**src/vcd_pkg.sv**
```systemverilog
package vcd_pkg;
  // ==================================================
  // widths
  localparam int unsigned CODE_W   = 8;
  localparam int unsigned CHAN_N   = 3;
  localparam int unsigned DCNT_W   = 2;
  localparam int unsigned WORD_W   = CODE_W * CHAN_N;
  // ==================================================
  // clamp target codes, out of 256
  localparam logic [7:0] CLAMP_LOW_CODE  = 8'h10;
  localparam logic [7:0] CLAMP_MID_CODE  = 8'h80;
  localparam logic [7:0] CLAMP_OPEN_CODE = 8'h40;
  // ==================================================
  // channel order inside a word: luma/green, red/u, blue/v
  localparam int unsigned CH_LUMA  = 0;
  // ==================================================
  // output code limits
  localparam logic [7:0] CODE_MIN  = 8'h00;
  localparam logic [7:0] CODE_MAX  = 8'hFF;
  // ==================================================
  // pipeline: output word appears on the third rising edge after sampling
  localparam int unsigned LAT_RISE = 3;
  // ==================================================
  // clamp mode pin decode
  typedef enum logic [1:0] {VCD_MODE_RGB, VCD_MODE_YUV_LOW, VCD_MODE_YUV_OPEN} vcd_mode_e;
  // dither offset in signed half steps, per counter value
  typedef logic signed [2:0] vcd_half_t;
  localparam vcd_half_t DITH_HALF0 = 3'sd0;
  localparam vcd_half_t DITH_HALF1 = 3'sd1;
  localparam vcd_half_t DITH_HALF2 = 3'sd2;
  localparam vcd_half_t DITH_HALF3 = 3'sd1;
endpackage : vcd_pkg

```
**src/vcd_stream_if.sv**
```systemverilog
`timescale 1ns/1ns
interface vcd_stream_if #(
  parameter int unsigned W = 24
);
  logic [W-1:0] data;
  logic         valid;
  logic         ready;
  modport tx (output data, output valid, input ready);
  modport rx (input data, input valid, output ready);
endinterface : vcd_stream_if

```
**src/vcd_skid_buf.sv**
```systemverilog
`timescale 1ns/1ns
module vcd_skid_buf #(
  parameter int unsigned W = 24
) (
  // clock and reset
  input wire logic ref_clk,
  input wire logic srst,
  // streams
  vcd_stream_if.rx in_s,
  vcd_stream_if.tx out_s
);
  // ==================================================
  // two entries, flops addressed by index
  logic [W-1:0] mem_reg [2];
  logic         wr_ptr_reg;
  logic         rd_ptr_reg;
  logic [1:0]   cnt_reg;
  logic         push;
  logic         pop;

  if (W < 1) begin : g_bad_width
    $error("vcd_skid_buf: width must be positive");
  end

  assign in_s.ready  = (cnt_reg != 2'd2);
  assign out_s.valid = (cnt_reg != 2'd0);
  assign out_s.data  = mem_reg[rd_ptr_reg];
  assign push        = in_s.valid && in_s.ready;
  assign pop         = out_s.valid && out_s.ready;

  always_ff @(posedge ref_clk) begin
    if (push) begin
      mem_reg[wr_ptr_reg] <= in_s.data;
    end
  end

  always_ff @(posedge ref_clk) begin
    if (srst) begin
      wr_ptr_reg <= 1'b0;
      rd_ptr_reg <= 1'b0;
      cnt_reg    <= 2'd0;
    end else begin
      if (push) wr_ptr_reg <= ~wr_ptr_reg;
      if (pop)  rd_ptr_reg <= ~rd_ptr_reg;
      cnt_reg <= cnt_reg + {1'b0, push} - {1'b0, pop};
    end
  end
endmodule : vcd_skid_buf

```
**src/vcd_ctrl.sv**
```systemverilog
// Functional notes
// - mode pin low: all three channels clamp to 16 of 256.
// - yuv: chroma clamps mid-scale; luma 16 when pin high, 64 when open.
// - while line sync high, clamps integrate input minus clamp reference.
// - on line sync falling edge each clamp latches integrator sign bit.
// - while line sync low, apply sink or source chosen by latched bit.
// - dither offset changes line to line in half-lsb steps.
// - whole-lsb dither offset is subtracted from the output word.
// - dither pattern comes from a counter advanced once per line.
// - dither counter cleared on every second frame sync pulse.
// - each channel removes the dither amount with a binary adder.
// - frame sync held low disables dither offset and correction.
// - output extremes are 00 and FE or FF, by counter state.
// - out-of-range inputs give lowest or highest code, else true code.
// - sample on falling conversion clock, output on rising 2.5 cycles later.
`timescale 1ns/1ns
module vcd_ctrl #(
  parameter int unsigned CHANS = 3
) (
  // clock and reset
  input  wire logic                     ref_clk,
  input  wire logic                     srst,
  // pins from the timing source
  input  wire logic                     conv_clk_pin,
  input  wire logic                     line_sync_input,
  input  wire logic                     frame_sync_input,
  input  wire logic                     mode_pin_level,
  input  wire logic                     mode_pin_open,
  // comparator side
  input  wire logic [CHANS*8-1:0]       raw_code,
  input  wire logic [CHANS-1:0]         integ_sign,
  // clamp drive
  output logic                          clamp_integrate,
  output logic [CHANS*8-1:0]            clamp_ref_code,
  output logic [CHANS-1:0]              clamp_sink,
  output logic [CHANS-1:0]              clamp_source,
  // dither drive to the analog offset
  output logic signed [2:0]             dither_half_steps,
  // output word stream
  output logic [CHANS*8-1:0]            out_data,
  output logic                          out_valid,
  input  wire logic                     out_ready,
  output logic                          in_ready
);
  // ==================================================
  // pin synchronisers: change counts when stage 2 and 3 agree
  localparam int unsigned NPIN = 5;
  logic [NPIN-1:0] pin_s1_reg;
  logic [NPIN-1:0] pin_s2_reg;
  logic [NPIN-1:0] pin_s3_reg;
  logic [NPIN-1:0] pin_reg;
  logic            cclk_fall;
  logic            cclk_rise;
  logic            line_rise;
  logic            line_fall;
  logic            frame_fall;

  if (CHANS != vcd_pkg::CHAN_N) begin : g_bad_chans
    $error("vcd_ctrl: three channels only");
  end

  // filter runs through reset: levels match the pins at release, no false edge
  always_ff @(posedge ref_clk) begin
    pin_s1_reg <= {mode_pin_open, mode_pin_level, frame_sync_input,
                   line_sync_input, conv_clk_pin};
    pin_s2_reg <= pin_s1_reg;
    pin_s3_reg <= pin_s2_reg;
  end

  generate
    for (genvar p = 0; p < NPIN; p++) begin : g_pin
      always_ff @(posedge ref_clk) begin
        if (pin_s2_reg[p] == pin_s3_reg[p]) begin
          pin_reg[p] <= pin_s3_reg[p];
        end
      end
    end
  endgenerate

  // edges of the filtered levels
  logic [NPIN-1:0] pin_new;
  always_comb begin
    pin_new = pin_reg;
    for (int p = 0; p < NPIN; p++) begin
      if (pin_s2_reg[p] == pin_s3_reg[p]) pin_new[p] = pin_s3_reg[p];
    end
  end
  assign cclk_fall  = pin_reg[0] && !pin_new[0];
  assign cclk_rise  = !pin_reg[0] && pin_new[0];
  assign line_rise  = !pin_reg[1] && pin_new[1];
  assign line_fall  = pin_reg[1] && !pin_new[1];
  assign frame_fall = pin_reg[2] && !pin_new[2];

  // ==================================================
  // clamp level selection
  vcd_pkg::vcd_mode_e mode;
  always_comb begin
    if (pin_reg[4])      mode = vcd_pkg::VCD_MODE_YUV_OPEN;
    else if (pin_reg[3]) mode = vcd_pkg::VCD_MODE_YUV_LOW;
    else                 mode = vcd_pkg::VCD_MODE_RGB;
  end

  always_ff @(posedge ref_clk) begin
    if (srst) begin
      clamp_ref_code <= {CHANS{vcd_pkg::CLAMP_LOW_CODE}};
    end else begin
      for (int c = 0; c < CHANS; c++) begin
        case (mode)
          vcd_pkg::VCD_MODE_RGB: begin
            clamp_ref_code[c*8 +: 8] <= vcd_pkg::CLAMP_LOW_CODE;
          end
          vcd_pkg::VCD_MODE_YUV_LOW: begin
            clamp_ref_code[c*8 +: 8] <= (c == vcd_pkg::CH_LUMA) ?
              vcd_pkg::CLAMP_LOW_CODE : vcd_pkg::CLAMP_MID_CODE;
          end
          default: begin
            clamp_ref_code[c*8 +: 8] <= (c == vcd_pkg::CH_LUMA) ?
              vcd_pkg::CLAMP_OPEN_CODE : vcd_pkg::CLAMP_MID_CODE;
          end
        endcase
      end
    end
  end

  // ==================================================
  // clamp sequencing; relies on a sync pulse that ends inside the porch
  logic [CHANS-1:0] sign_reg;
  always_ff @(posedge ref_clk) begin
    if (srst) begin
      clamp_integrate <= 1'b0;
    end else begin
      clamp_integrate <= pin_new[1];
    end
  end

  always_ff @(posedge ref_clk) begin
    if (srst) begin
      sign_reg <= '0;
    end else if (line_fall) begin
      sign_reg <= integ_sign;
    end
  end

  // correction idles until the first latched sign after reset
  logic sign_ok_reg;
  always_ff @(posedge ref_clk) begin
    if (srst) begin
      sign_ok_reg  <= 1'b0;
      clamp_sink   <= '0;
      clamp_source <= '0;
    end else begin
      if (line_fall) sign_ok_reg <= 1'b1;
      if (pin_new[1] || !(sign_ok_reg || line_fall)) begin
        clamp_sink   <= '0;
        clamp_source <= '0;
      end else begin
        clamp_sink   <= line_fall ? integ_sign : sign_reg;
        clamp_source <= line_fall ? ~integ_sign : ~sign_reg;
      end
    end
  end

  // ==================================================
  // dither sequencer
  logic [vcd_pkg::DCNT_W-1:0] dcnt_reg;
  logic                       frame_odd_reg;
  always_ff @(posedge ref_clk) begin
    if (srst) begin
      dcnt_reg      <= '0;
      frame_odd_reg <= 1'b0;
    end else begin
      if (frame_fall) frame_odd_reg <= ~frame_odd_reg;
      if (frame_fall && frame_odd_reg) begin
        dcnt_reg <= '0;
      end else if (line_rise) begin
        dcnt_reg <= dcnt_reg + 1'b1;
      end
    end
  end

  // fixed half-step table; neighbours differ by one half step
  vcd_pkg::vcd_half_t half_now;
  always_comb begin
    case (dcnt_reg)
      2'd0:    half_now = vcd_pkg::DITH_HALF0;
      2'd1:    half_now = vcd_pkg::DITH_HALF1;
      2'd2:    half_now = vcd_pkg::DITH_HALF2;
      default: half_now = vcd_pkg::DITH_HALF3;
    endcase
  end

  always_ff @(posedge ref_clk) begin
    if (srst) begin
      dither_half_steps <= '0;
    end else begin
      dither_half_steps <= pin_reg[2] ? half_now : 3'sd0;
    end
  end

  // ==================================================
  // sampling, correction and 2.5-cycle pipeline
  logic signed [2:0]    whole_lsb;
  logic [CHANS*8-1:0]   corr_code;
  logic [CHANS*8-1:0]   pipe_a_reg;
  logic [CHANS*8-1:0]   pipe_b_reg;
  logic [CHANS*8-1:0]   pipe_c_reg;
  logic                 va_reg;
  logic                 vb_reg;
  logic                 vc_reg;

  // only the whole part of the offset is removed; odd halves stay
  assign whole_lsb = dither_half_steps >>> 1;

  generate
    for (genvar c = 0; c < CHANS; c++) begin : g_add
      logic signed [9:0] sum;
      assign sum = $signed({2'b00, raw_code[c*8 +: 8]}) - 10'(whole_lsb);
      always_comb begin
        if (sum < 10'sd0)
          corr_code[c*8 +: 8] = vcd_pkg::CODE_MIN;
        else if (sum > 10'sd255)
          corr_code[c*8 +: 8] = vcd_pkg::CODE_MAX;
        else
          corr_code[c*8 +: 8] = sum[7:0];
      end
    end
  endgenerate

  always_ff @(posedge ref_clk) begin
    if (srst) begin
      pipe_a_reg <= '0;
      pipe_b_reg <= '0;
      pipe_c_reg <= '0;
      va_reg     <= 1'b0;
      vb_reg     <= 1'b0;
      vc_reg     <= 1'b0;
    end else if (cclk_fall) begin
      pipe_a_reg <= corr_code;
      va_reg     <= 1'b1;
    end else if (cclk_rise) begin
      pipe_b_reg <= pipe_a_reg;
      pipe_c_reg <= pipe_b_reg;
      vb_reg     <= va_reg;
      vc_reg     <= vb_reg;
    end
  end

  // third rising edge after sampling offers the word
  vcd_stream_if #(.W(CHANS*8)) buf_in ();
  vcd_stream_if #(.W(CHANS*8)) buf_out ();
  assign buf_in.data  = pipe_c_reg;
  assign buf_in.valid = cclk_rise && vc_reg;
  assign in_ready     = buf_in.ready;
  assign out_data     = buf_out.data;
  assign out_valid    = buf_out.valid;
  assign buf_out.ready = out_ready;

  vcd_skid_buf #(.W(CHANS*8)) u_buf (
    .ref_clk (ref_clk),
    .srst    (srst),
    .in_s    (buf_in),
    .out_s   (buf_out)
  );
endmodule : vcd_ctrl

```
**config.mk**
```make
export PLATFORM = sky130hd
export DESIGN_NAME = vcd_ctrl
export DESIGN_NICKNAME = d
export VERILOG_FILES = /design/src/vcd_pkg.sv /design/src/vcd_stream_if.sv /design/src/vcd_skid_buf.sv /design/src/vcd_ctrl.sv
export SDC_FILE = /design/constraint.sdc
export NUM_CORES = 1
export LEC_CHECK = 0
export BUFFER_PORTS_ARGS = -buffer_cell sky130_fd_sc_hd__buf_2
export CAP_MARGIN = 15
export CORE_MARGIN = 8
export CORE_UTILIZATION = 40
export DETAILED_ROUTE_END_ITERATION = 10
export SYNTH_ARGS = -nofsm -noshare
export SYNTH_HDL_FRONTEND = slang
export SYNTH_SLANG_ARGS = --single-unit
```
**constraint.sdc**
```tcl
create_clock -name ref_clk -period 6.7 [get_ports ref_clk]
set_clock_uncertainty 0.15 [all_clocks]
set_input_delay 1.005 -clock ref_clk [delete_from_list [all_inputs] [get_ports ref_clk]]
set_output_delay 1.005 -clock ref_clk [all_outputs]
set_load 0.05 [all_outputs]
```
==> flow_metrics.py, run 1 <==
metrics = {
    "cts": {
        "htreeDepth": 4,
        "post_cts_resized": 0,
        "cts.sinks": 168,
        "root_buffer": "clkbuf_16",
        "cts_setup_buffers": 0,
        "cts-buffers-inserted": 17,
        "cts_tree": "done",
        "cts_hold_buf": 0,
        "clk_pin_slew_ns": 0.06,
        "clk_latency_ns": 0.41,
        "cts_buffer_depth": 2,
    },
    "worst_setup_path": {
        "rr_endpoint": "pipe_a_reg[3]$_SDFFE_PP0P_",
        "path_class": "register to output pin",
        "crit_path_start_kind": "register",
        "worst_ep_arrival_time_ns": 2.03,
        "critPathMaxStageDelay_ns": 0.98,
        "critical_path_required_ns": 5.54,
        "end_kind": "output pin",
        "r2r-start": "dither_half_steps[1]$_SDFF_PP0_",
        "r2r_cells": 6,
        "rrSetupSlack_ns": 4.71,
        "critical_path.max_fanout": 24,
        "worst_path_max_delay_cell": "dfxtp_1",
        "crit_chain": "mux2_2, buf_2",
    },
    "cells_and_area": {
        "largest_reg_flops": 48,
        "synthToLayoutAreaGrowth_pct": 18.0,
        "drive_gt1_share_pct": 21.0,
        "fin_cells": 892,
        "n_antenna_cell": 0,
        "layout.nets": 709,
    },
    "synth": {
        "netlist_instances": 595,
        "yosys_warnings": 0,
        "ys_async_sr_fraction_pct": 0,
        "synth_flop_cell": "dfxtp_1",
        "synth_edf_count": 50,
        "seq_area_frac_synth_pct": 61.2,
        "synth-seq-cells": 168,
        "avgSynthCellArea_sq_um": 10.6,
        "synth_cell_types": 39,
        "netlist_area_sq_mm": 0.00631,
    },
    "route": {
        "drtIter0Drc": 142,
        "dr.pass1.iters": 4,
        "antenna_left": 0,
        "num_vias": 4089,
        "routed_wl_mm": 11.4,
        "via_per_inst": 4.58,
        "wl_per_cell_um": 12.7,
        "drc": 0,
    },
    "flow_run": {
        "cap_violations": 0,
    },
    "sta": {
        "holdWs_ns": 0.176,
        "worst-slew-pin-transition_ns": 1.01,
        "tns_ns": 0,
        "setup_violations": 0,
        "finalHoldViolations": 0,
        "max_slew_margin_pct": 32.9,
        "final.period_utilization_pct": 47.6,
        "timing.final.crit_period_ns": 3.19,
        "drv_slew": 0,
        "rsz0062_at_grt": "false",
        "fmax_mhz": 313,
    },
    "global_route": {
        "grt_pass1_vias": 3993,
        "globalRouteOverflowTotal": 0,
        "grt_antenna_before_repair": 2,
        "grt.total_usage_pct": 11.7,
        "grt_pass1_wl_mm": 19.1,
        "grt_max_degree": 96,
    },
    "power": {
        "powerDensity_mw_per_mm2": 310,
        "leakagePower_nw": 2.77,
        "ir_drop_mv": 0.169,
    },
    "floorplan": {
        "start_util_pct": 40.3,
        "die_w_um": 142,
        "ioPinCount": 95,
        "core_sq_mm": 0.0157,
        "dieArea_sq_mm": 0.0200,
        "die_height_um": 142,
        "rows": 46,
    },
    "placed_design": {
        "io_buffers": 75,
        "place_hpwl_mm": 7.85,
        "dp_cells": 858,
        "gp_routability_congestion": 0.773,
    },
    "min_path": {
        "hold_path.class": "register to register",
        "hp-start": "pin_s1_reg[2]$_DFF_P_",
        "holdPathStages": 0,
        "holdPathEnd": "pin_s2_reg[2]$_DFF_P_",
    },
    "outcome": {
        "status": "complete, no violations",
    },
}
## Yosys cell counts, drive strengths merged, types with 3 or more instances
cell type / count / area share, %
clkbuf: 26 / 1.5
xnor2: 11 / 1.5
nor4: 5 / 0.50
nor2b: 4 / 0.40
inv: 16 / 0.95
nand3: 8 / 0.63
maj3: 3 / 0.48
a311oi: 3 / 0.42
a21oi: 63 / 5.0
or4: 3 / 0.36
nor2: 35 / 2.1
edfxtp: 50 / 24
dfxtp: 118 / 37
a211oi: 7 / 0.83
nand2b: 8 / 0.79
xor2: 7 / 0.97
o31ai: 4 / 0.48
mux2i: 7 / 1.1
nand2: 118 / 7.0
nand3b: 5 / 0.59
or3: 9 / 0.97
ha: 11 / 2.2
mux2: 24 / 4.3
and2: 5 / 0.50
nor3b: 7 / 0.91
buf: 23 / 2.6
## layout make-up
cell class                 instances  area, sq um
tap                              216          270
inverter                          16         60.1
fill                            1484         8210
clock buffer                      17          425
sequential                       168         3860
multi-input combinational        380         2200
clock inverter                    15          189
timing repair buffer              80          440
## kinds of logic (layout without fill, tap and decap cells)
kind of cell	Yosys count	count (layout)	share of synthesized area (%)
mux	31	31	5.39
fa+ha+maj	14	14	2.66
simple gates	218	218	16.1
xor+xnor	18	18	2.50
buf+inv	65	128	5.12
compound gates	80	80	6.98
other cells	1	19	0.0594
flops	168	168	61.2
## power by group
| group | total, mW | switching, mW | internal, mW |
|---|---|---|---|
| Clock | 0.998 | 0.404 | 0.595 |
| Combinational | 0.222 | 0.157 | 0.0656 |
| Sequential | 1.09 | 0.0224 | 1.07 |
## how the worst max path moves through the flow
stage | endpoint | slack (ns) | cells after the start
floorplan | u_buf.mem_reg[0][0]$_DFFE_PP_ | 4.08 | 3
global placement | out_data[2] | 3.99 | 2
detailed placement | out_data[4] | 3.90 | 2
CTS | out_data[5] | 3.45 | 2
global route | out_data[5] | 3.36 | 2
finish | out_data[5] | 3.51 | 2
## metrics by stage
step / area [sq um] / utilization (%) / setup slack [ns] / power (mW)
6_report: 7440 / 47.6 / 3.51 / 2.31
3_3_place_gp: 6790 / 43.4 / 3.99 / 1.33
2_1_floorplan: 6380 / - / 4.08 / 1.30
5_1_grt: 7440 / 47.6 / 3.36 / 2.40
4_1_cts: 7400 / 47.3 / 3.45 / 2.34
3_5_place_dp: 6790 / 43.4 / 3.90 / 1.34
## placed cells by master (no fill, tap or decap), drive strengths merged, types with 4 or more instances in the layout
cell type	n
nor2b	4
nand2	118
buf	80
mux2	24
edfxtp	50
o31ai	4
nor4	5
and2	5
clkinvlp	4
nor3b	7
dfxtp	118
nand3	8
conb	19
nor2	35
a21oi	63
ha	11
mux2i	7
clkbuf	17
or3	9
inv	22
xor2	7
xnor2	11
nand2b	8
a211oi	7
nand3b	5
## critical path: cells and delay by family, from the launching register on
kind,cells,cell delay (ns)
buf+inv,1,0.21
mux,1,0.42
flops,1,0.98
## metal layers
metal | routed length, um | track usage (%) | vias to the layer above
met3 | 727 | 4.54 | 19
met1 | 5370 | 14.7 | 1865
met4 | 182 | 4.92 | 4
met2 | 5070 | 17.7 | 81
li1 | - | - | 2120
met5 | 16 | 0 | -
Note: power is estimated with default switching activity, not from simulation.
==> run 2, diff against run 1 <==
clock period = 2.7 ns   (was 6.7 ns; I/O delays follow)
==> run 2 against run 1 <==
First-iteration DRC count up 23%. Clock power is 130% higher. Die area unchanged. Clock-buffer cell count up 2. Final cell count increased by 1.0%. Sequential share of layout area down 0.11 points. Core utilization grew 0.10 points. Sequential power is 150% higher. Global-route usage increased by 0.95 points. Total power increased by 140%. Final area up 0.22%. Setup slack got worse by 3.0 ns.
==> flow_metrics.py, run 2 (synthesized netlist as in run 1, its figures left out) <==
metrics = {
    "route": {
        "dr.pass1.iters": 4,
        "drt-met1-wl_mm": 5.68,
        "drc": 0,
        "routed_wl_mm": 11.9,
        "via_per_inst": 4.58,
        "antenna_left": 0,
        "top_layer": "met4",
        "num_vias": 4131,
        "wl_met2_mm": 5.44,
        "wl_per_cell_um": 13.2,
        "met3_length_um": 509,
        "drtIter0Drc": 175,
    },
    "worst_setup_path": {
        "worst_path_max_delay_cell": "mux2_2",
        "critical_path_required_ns": 2.14,
        "crit_chain": "buf_4, mux2_2, buf_2",
        "path_class": "register to output pin",
        "critical_path.max_fanout": 24,
        "worst_ep_arrival_time_ns": 1.64,
        "crit_path_start_kind": "register",
        "critPathMaxStageDelay_ns": 0.39,
        "end_kind": "output pin",
    },
    "sta": {
        "tns_ns": 0,
        "final.period_utilization_pct": 81.3,
        "timing.final.crit_period_ns": 2.20,
        "worst-slew-pin-transition_ns": 0.795,
        "max_slew_margin_pct": 46.9,
        "setup_violations": 0,
        "finalHoldViolations": 0,
        "fin_ws_ns": 0.504,
        "holdWs_ns": 0.129,
        "rsz0062_at_grt": "false",
        "drv_slew": 0,
        "fmax_mhz": 455,
    },
    "floorplan": {
        "die_w_um": 142,
        "ioPinCount": 95,
        "start_util_pct": 40.3,
        "dieArea_sq_mm": 0.0200,
        "core_sq_mm": 0.0157,
        "rows": 46,
        "die_height_um": 142,
    },
    "power": {
        "ir_drop_mv": 0.433,
        "powerDensity_mw_per_mm2": 753,
        "leakagePower_nw": 2.79,
    },
    "placed_design": {
        "dpl_cell_area_sq_mm": 0.00683,
        "place_ws_ns": 0.674,
        "dp_cells": 864,
        "place_hpwl_mm": 8.28,
        "gp_routability_congestion": 0.787,
        "io_buffers": 75,
    },
    "cts": {
        "clk_pin_slew_ns": 0.06,
        "clk_latency_ns": 0.41,
        "cts-buffers-inserted": 17,
        "root_buffer": "clkbuf_16",
        "cts.sinks": 168,
        "htreeDepth": 4,
        "cts_setup_buffers": 0,
        "cts_tree": "done",
        "post_cts_resized": 0,
        "cts_hold_buf": 5,
        "cts_buffer_depth": 2,
    },
    "cells_and_area": {
        "nFillCells": 1502,
        "drive_gt1_share_pct": 21.0,
        "largest_reg_flops": 48,
        "n_antenna_cell": 0,
        "final_cell_mix": "118 x nand2_1, 118 x dfxtp_1, 75 x buf_2",
        "layout.nets": 718,
        "synthToLayoutAreaGrowth_pct": 18.2,
        "fin_cells": 901,
        "final_area_sq_mm": 0.00746,
    },
    "flow_run": {
        "cap_violations": 0,
    },
    "global_route": {
        "grt_pass1_vias": 4293,
        "grt.total_usage_pct": 12.7,
        "grt_pass1_wl_mm": 20.4,
        "grt_antenna_before_repair": 0,
        "globalRouteOverflowTotal": 0,
        "grt_max_degree": 51,
    },
    "min_path": {
        "hold_path.class": "input port to register",
    },
    "outcome": {
        "status": "complete, no violations",
    },
}
==> run 2: changes by cell type in the layout (fill, tap and decap cells not counted) <==
cell           delta
buf_4             +6
clkinvlp_4        -1
inv_6             -3
bufinv_16         -1
buf_16            -1
clkbuf_1          +2
buf_8             -1
inv_4             +1
clkinv_4          +1
dlygate4sd3_1     +5
clkinv_2          +1
==> run 2: metrics by stage <==
| step | util (%) | total power, mW |
|---|---|---|
| final | 47.7 | 5.62 |
| after global routing | 47.7 | 5.85 |
| after floorplan | - | 3.21 |
| after detailed placement | 43.6 | 3.33 |
| after global placement | 43.6 | 3.32 |
| after CTS | 47.7 | 5.69 |
==> run 2: layout make-up <==
cell class | instances | area (sq um) | area share, %
Sequential cell | 168 | 3860 | 51.8
Multi-Input combinational cell | 380 | 2200 | 29.4
Timing Repair Buffer | 89 | 493 | 6.61
Clock buffer | 19 | 433 | 5.80
Tap cell | 216 | 270 | 3.62
Clock inverter | 13 | 145 | 1.95
Inverter | 16 | 60.1 | 0.805
==> run 2: routing by layer <==
layer,global-route usage (%),vias to the layer above
li1,-,2142
met1,15.7,1877
met2,19.8,93
met3,3.66,19
met4,6.27,0
met5,0,-
==> run 2: worst paths after layout <==
check / startpoint / to / slack [ns] / cells past startpoint
max: register / out_data[21] / 0.50 / 3
min: integ_sign[2] / clamp_sink[2]$_SDFF_PP0_ / 0.13 / 3
max reg2reg: dither_half_steps[1]$_SDFF_PP0_ / pipe_a_reg[23]$_SDFFE_PP0P_ / 0.70 / 5
min reg2reg: pin_s1_reg[2]$_DFF_P_ / pin_s2_reg[2]$_DFF_P_ / 0.18 / 0
==> run 2: worst max-delay path: cells and delay by family (launching register included) <==
| kind | cells | cell delay [ns] |
|---|---|---|
| buffers and inverters | 2 | 0.51 |
| flip-flops | 1 | 0.31 |
| multiplexers | 1 | 0.39 |
==> run 2: power breakdown <==
group | switching, mW | internal [mW] | total (mW)
logic | 0.416 | 0.172 | 0.589
clock network | 0.971 | 1.37 | 2.34
registers | 0.0350 | 2.65 | 2.68
==> run 3, diff against run 2 <==
clock period = 2.1 ns   (was 2.7 ns; I/O delays follow)
==> run 3 against run 2 <==
Register-to-register slack got worse by 0.62 ns. Sequential share of layout area fell by 0.35 points. Critical path depth did not move.
==> flow_metrics.py, run 3 (synthesized netlist as in run 1, its figures left out) <==
metrics = {
    "worst_setup_path": {
        "r2r-start": "u_buf.cnt_reg[1]$_SDFF_PP0_",
        "critPathMaxStageDelay_ns": 0.37,
        "critPathBufInv": 2,
        "crit_path_start_kind": "register",
        "rrSetupSlack_ns": 0.08,
        "path_class": "register to output pin",
        "crit_chain": "buf_8, mux2_2, buf_2",
        "worst_ep_arrival_time_ns": 1.55,
        "critical_path.max_fanout": 24,
        "worst_path_max_delay_cell": "mux2_2",
        "cp.depth": 3,
        "r2r_cells": 8,
        "end_kind": "output pin",
        "crit_family": "buffers and inverters",
        "rr_endpoint": "u_buf.cnt_reg[1]$_SDFF_PP0_",
        "critical_path_required_ns": 1.63,
    },
    "placed_design": {
        "dpl_cell_area_sq_mm": 0.00687,
        "place_hpwl_mm": 8.11,
        "io_buffers": 75,
        "place_ws_ns": 0.0946,
        "dp_cells": 866,
        "gp_routability_congestion": 0.770,
    },
    "global_route": {
        "globalRouteOverflowTotal": 0,
        "grt.total_usage_pct": 12.0,
        "grt_pass1_vias": 4086,
        "grt_max_degree": 51,
        "grt_pass1_wl_mm": 19.5,
        "grt_antenna_before_repair": 2,
    },
    "route": {
        "num_vias": 4089,
        "via_per_inst": 4.52,
        "routed_wl_mm": 11.7,
        "dr.pass1.iters": 5,
        "drtIter0Drc": 220,
        "wl_per_cell_um": 13.0,
        "antenna_left": 0,
        "drc": 0,
    },
    "floorplan": {
        "core_sq_mm": 0.0157,
        "ioPinCount": 95,
        "die_w_um": 142,
        "dieArea_sq_mm": 0.0200,
        "start_util_pct": 40.3,
        "rows": 46,
        "die_height_um": 142,
    },
    "sta": {
        "finalHoldViolations": 0,
        "fmax_mhz": 495,
        "tns_ns": 0,
        "rsz0062_at_grt": "false",
        "drv_slew": 0,
        "worst-slew-pin-transition_ns": 0.604,
        "fin_ws_ns": 0.0806,
        "setup_violations": 0,
        "final.period_utilization_pct": 96.2,
        "max_slew_margin_pct": 59.6,
        "timing.final.crit_period_ns": 2.02,
    },
    "cells_and_area": {
        "largest_reg_flops": 48,
        "nFillCells": 1485,
        "multi_input_area_sq_mm": 0.00220,
        "layout.nets": 720,
        "synthToLayoutAreaGrowth_pct": 19.1,
        "seqCellArea_sq_mm": 0.00386,
        "drive_gt1_share_pct": 21.3,
        "fin_cells": 904,
        "final_cell_mix": "118 x nand2_1, 118 x dfxtp_1, 75 x buf_2",
        "final_area_sq_mm": 0.00751,
    },
    "power": {
        "ir_drop_mv": 0.629,
        "powerDensity_mw_per_mm2": 963,
        "total_power_mw": 7.24,
        "leakagePower_nw": 2.81,
    },
    "cts": {
        "cts_setup_buffers": 0,
        "cts_tree": "done",
        "htreeDepth": 4,
        "clk_pin_slew_ns": 0.06,
        "cts_buffer_depth": 2,
        "clk_latency_ns": 0.42,
        "cts.sinks": 168,
        "cts-buffers-inserted": 17,
        "root_buffer": "clkbuf_16",
    },
    "min_path": {
        "holdPathEnd": "clamp_sink[2]$_SDFF_PP0_",
        "hold_path.class": "input port to register",
        "holdPathStages": 3,
        "hp-start": "integ_sign[2]",
    },
    "flow_run": {
        "cap_violations": 0,
    },
    "outcome": {
        "status": "complete, no violations",
    },
}
==> run 3: worst max path at each step <==
| stage | slack, ns | from | endpoint |
|---|---|---|---|
| after floorplan | -0.16 | u_buf.cnt_reg[0]$_SDFF_PP0_ | u_buf.mem_reg[1][0]$_DFFE_PP_ |
| after CTS | 0.03 | register | out_data[23] |
| final | 0.08 | register | out_data[18] |
| after global routing | 0.002 | dither_half_steps[1]$_SDFF_PP0_ | pipe_a_reg[0]$_SDFFE_PP0P_ |
| after detailed placement | 0.09 | u_buf.cnt_reg[1]$_SDFF_PP0_ | u_buf.cnt_reg[1]$_SDFF_PP0_ |
| after global placement | 0.21 | u_buf.cnt_reg[1]$_SDFF_PP0_ | u_buf.cnt_reg[1]$_SDFF_PP0_ |
==> run 3: final cells by class <==
| type | instances | area share [%] |
|---|---|---|
| flip-flops and latches | 168 | 51.4 |
| multi-input cells | 380 | 29.2 |
| repair buffers | 91 | 7.20 |
| clock buffers | 19 | 5.76 |
| well taps | 216 | 3.60 |
| clock inverters | 13 | 1.95 |
| inverters | 16 | 0.799 |
| diodes | 1 | 0.0333 |
==> run 3: where the power goes <==
group | leakage, nW | switching, mW | internal [mW]
logic | 1.10 | 0.537 | 0.228
clock network | 0.280 | 1.26 | 1.76
registers | 1.43 | 0.0467 | 3.41
total | 2.81 | 1.84 | 5.40
==> run 3: metal layers <==
metal | vias to the layer above | share of wire (%) | track usage (%)
met5 | - | 0.14 | 0
met2 | 84 | 44 | 18.1
met4 | 4 | 1.5 | 4.97
met3 | 20 | 6.7 | 5.31
met1 | 1841 | 48 | 14.7
li1 | 2140 | - | -
==> run 3: worst min-delay path, stage by stage <==
cell and delay, ns:
buf_2 0.08, mux2i_1 0.09, nor2_1 0.09
==> run 3: repair_timing <==
| item | in CTS | in global routing |
|---|---|---|
| pin swaps | 0 | 0 |
| endpoints found under the hold margin | 5 | 0 |
| endpoints found under the setup margin | 24 | 3 |
| hold buffers | 5 | 0 |
| resized for setup | 1 | 1 |
==> run 3: metrics by stage <==
stage | util (%) | hold slack [ns]
final | 48.0 | 0.0234
after global routing | 48.0 | 0.0382
after CTS | 47.9 | 0.0166
after detailed placement | 43.9 | 0.162
after global placement | 43.9 | 0.162
after floorplan | - | 0.160
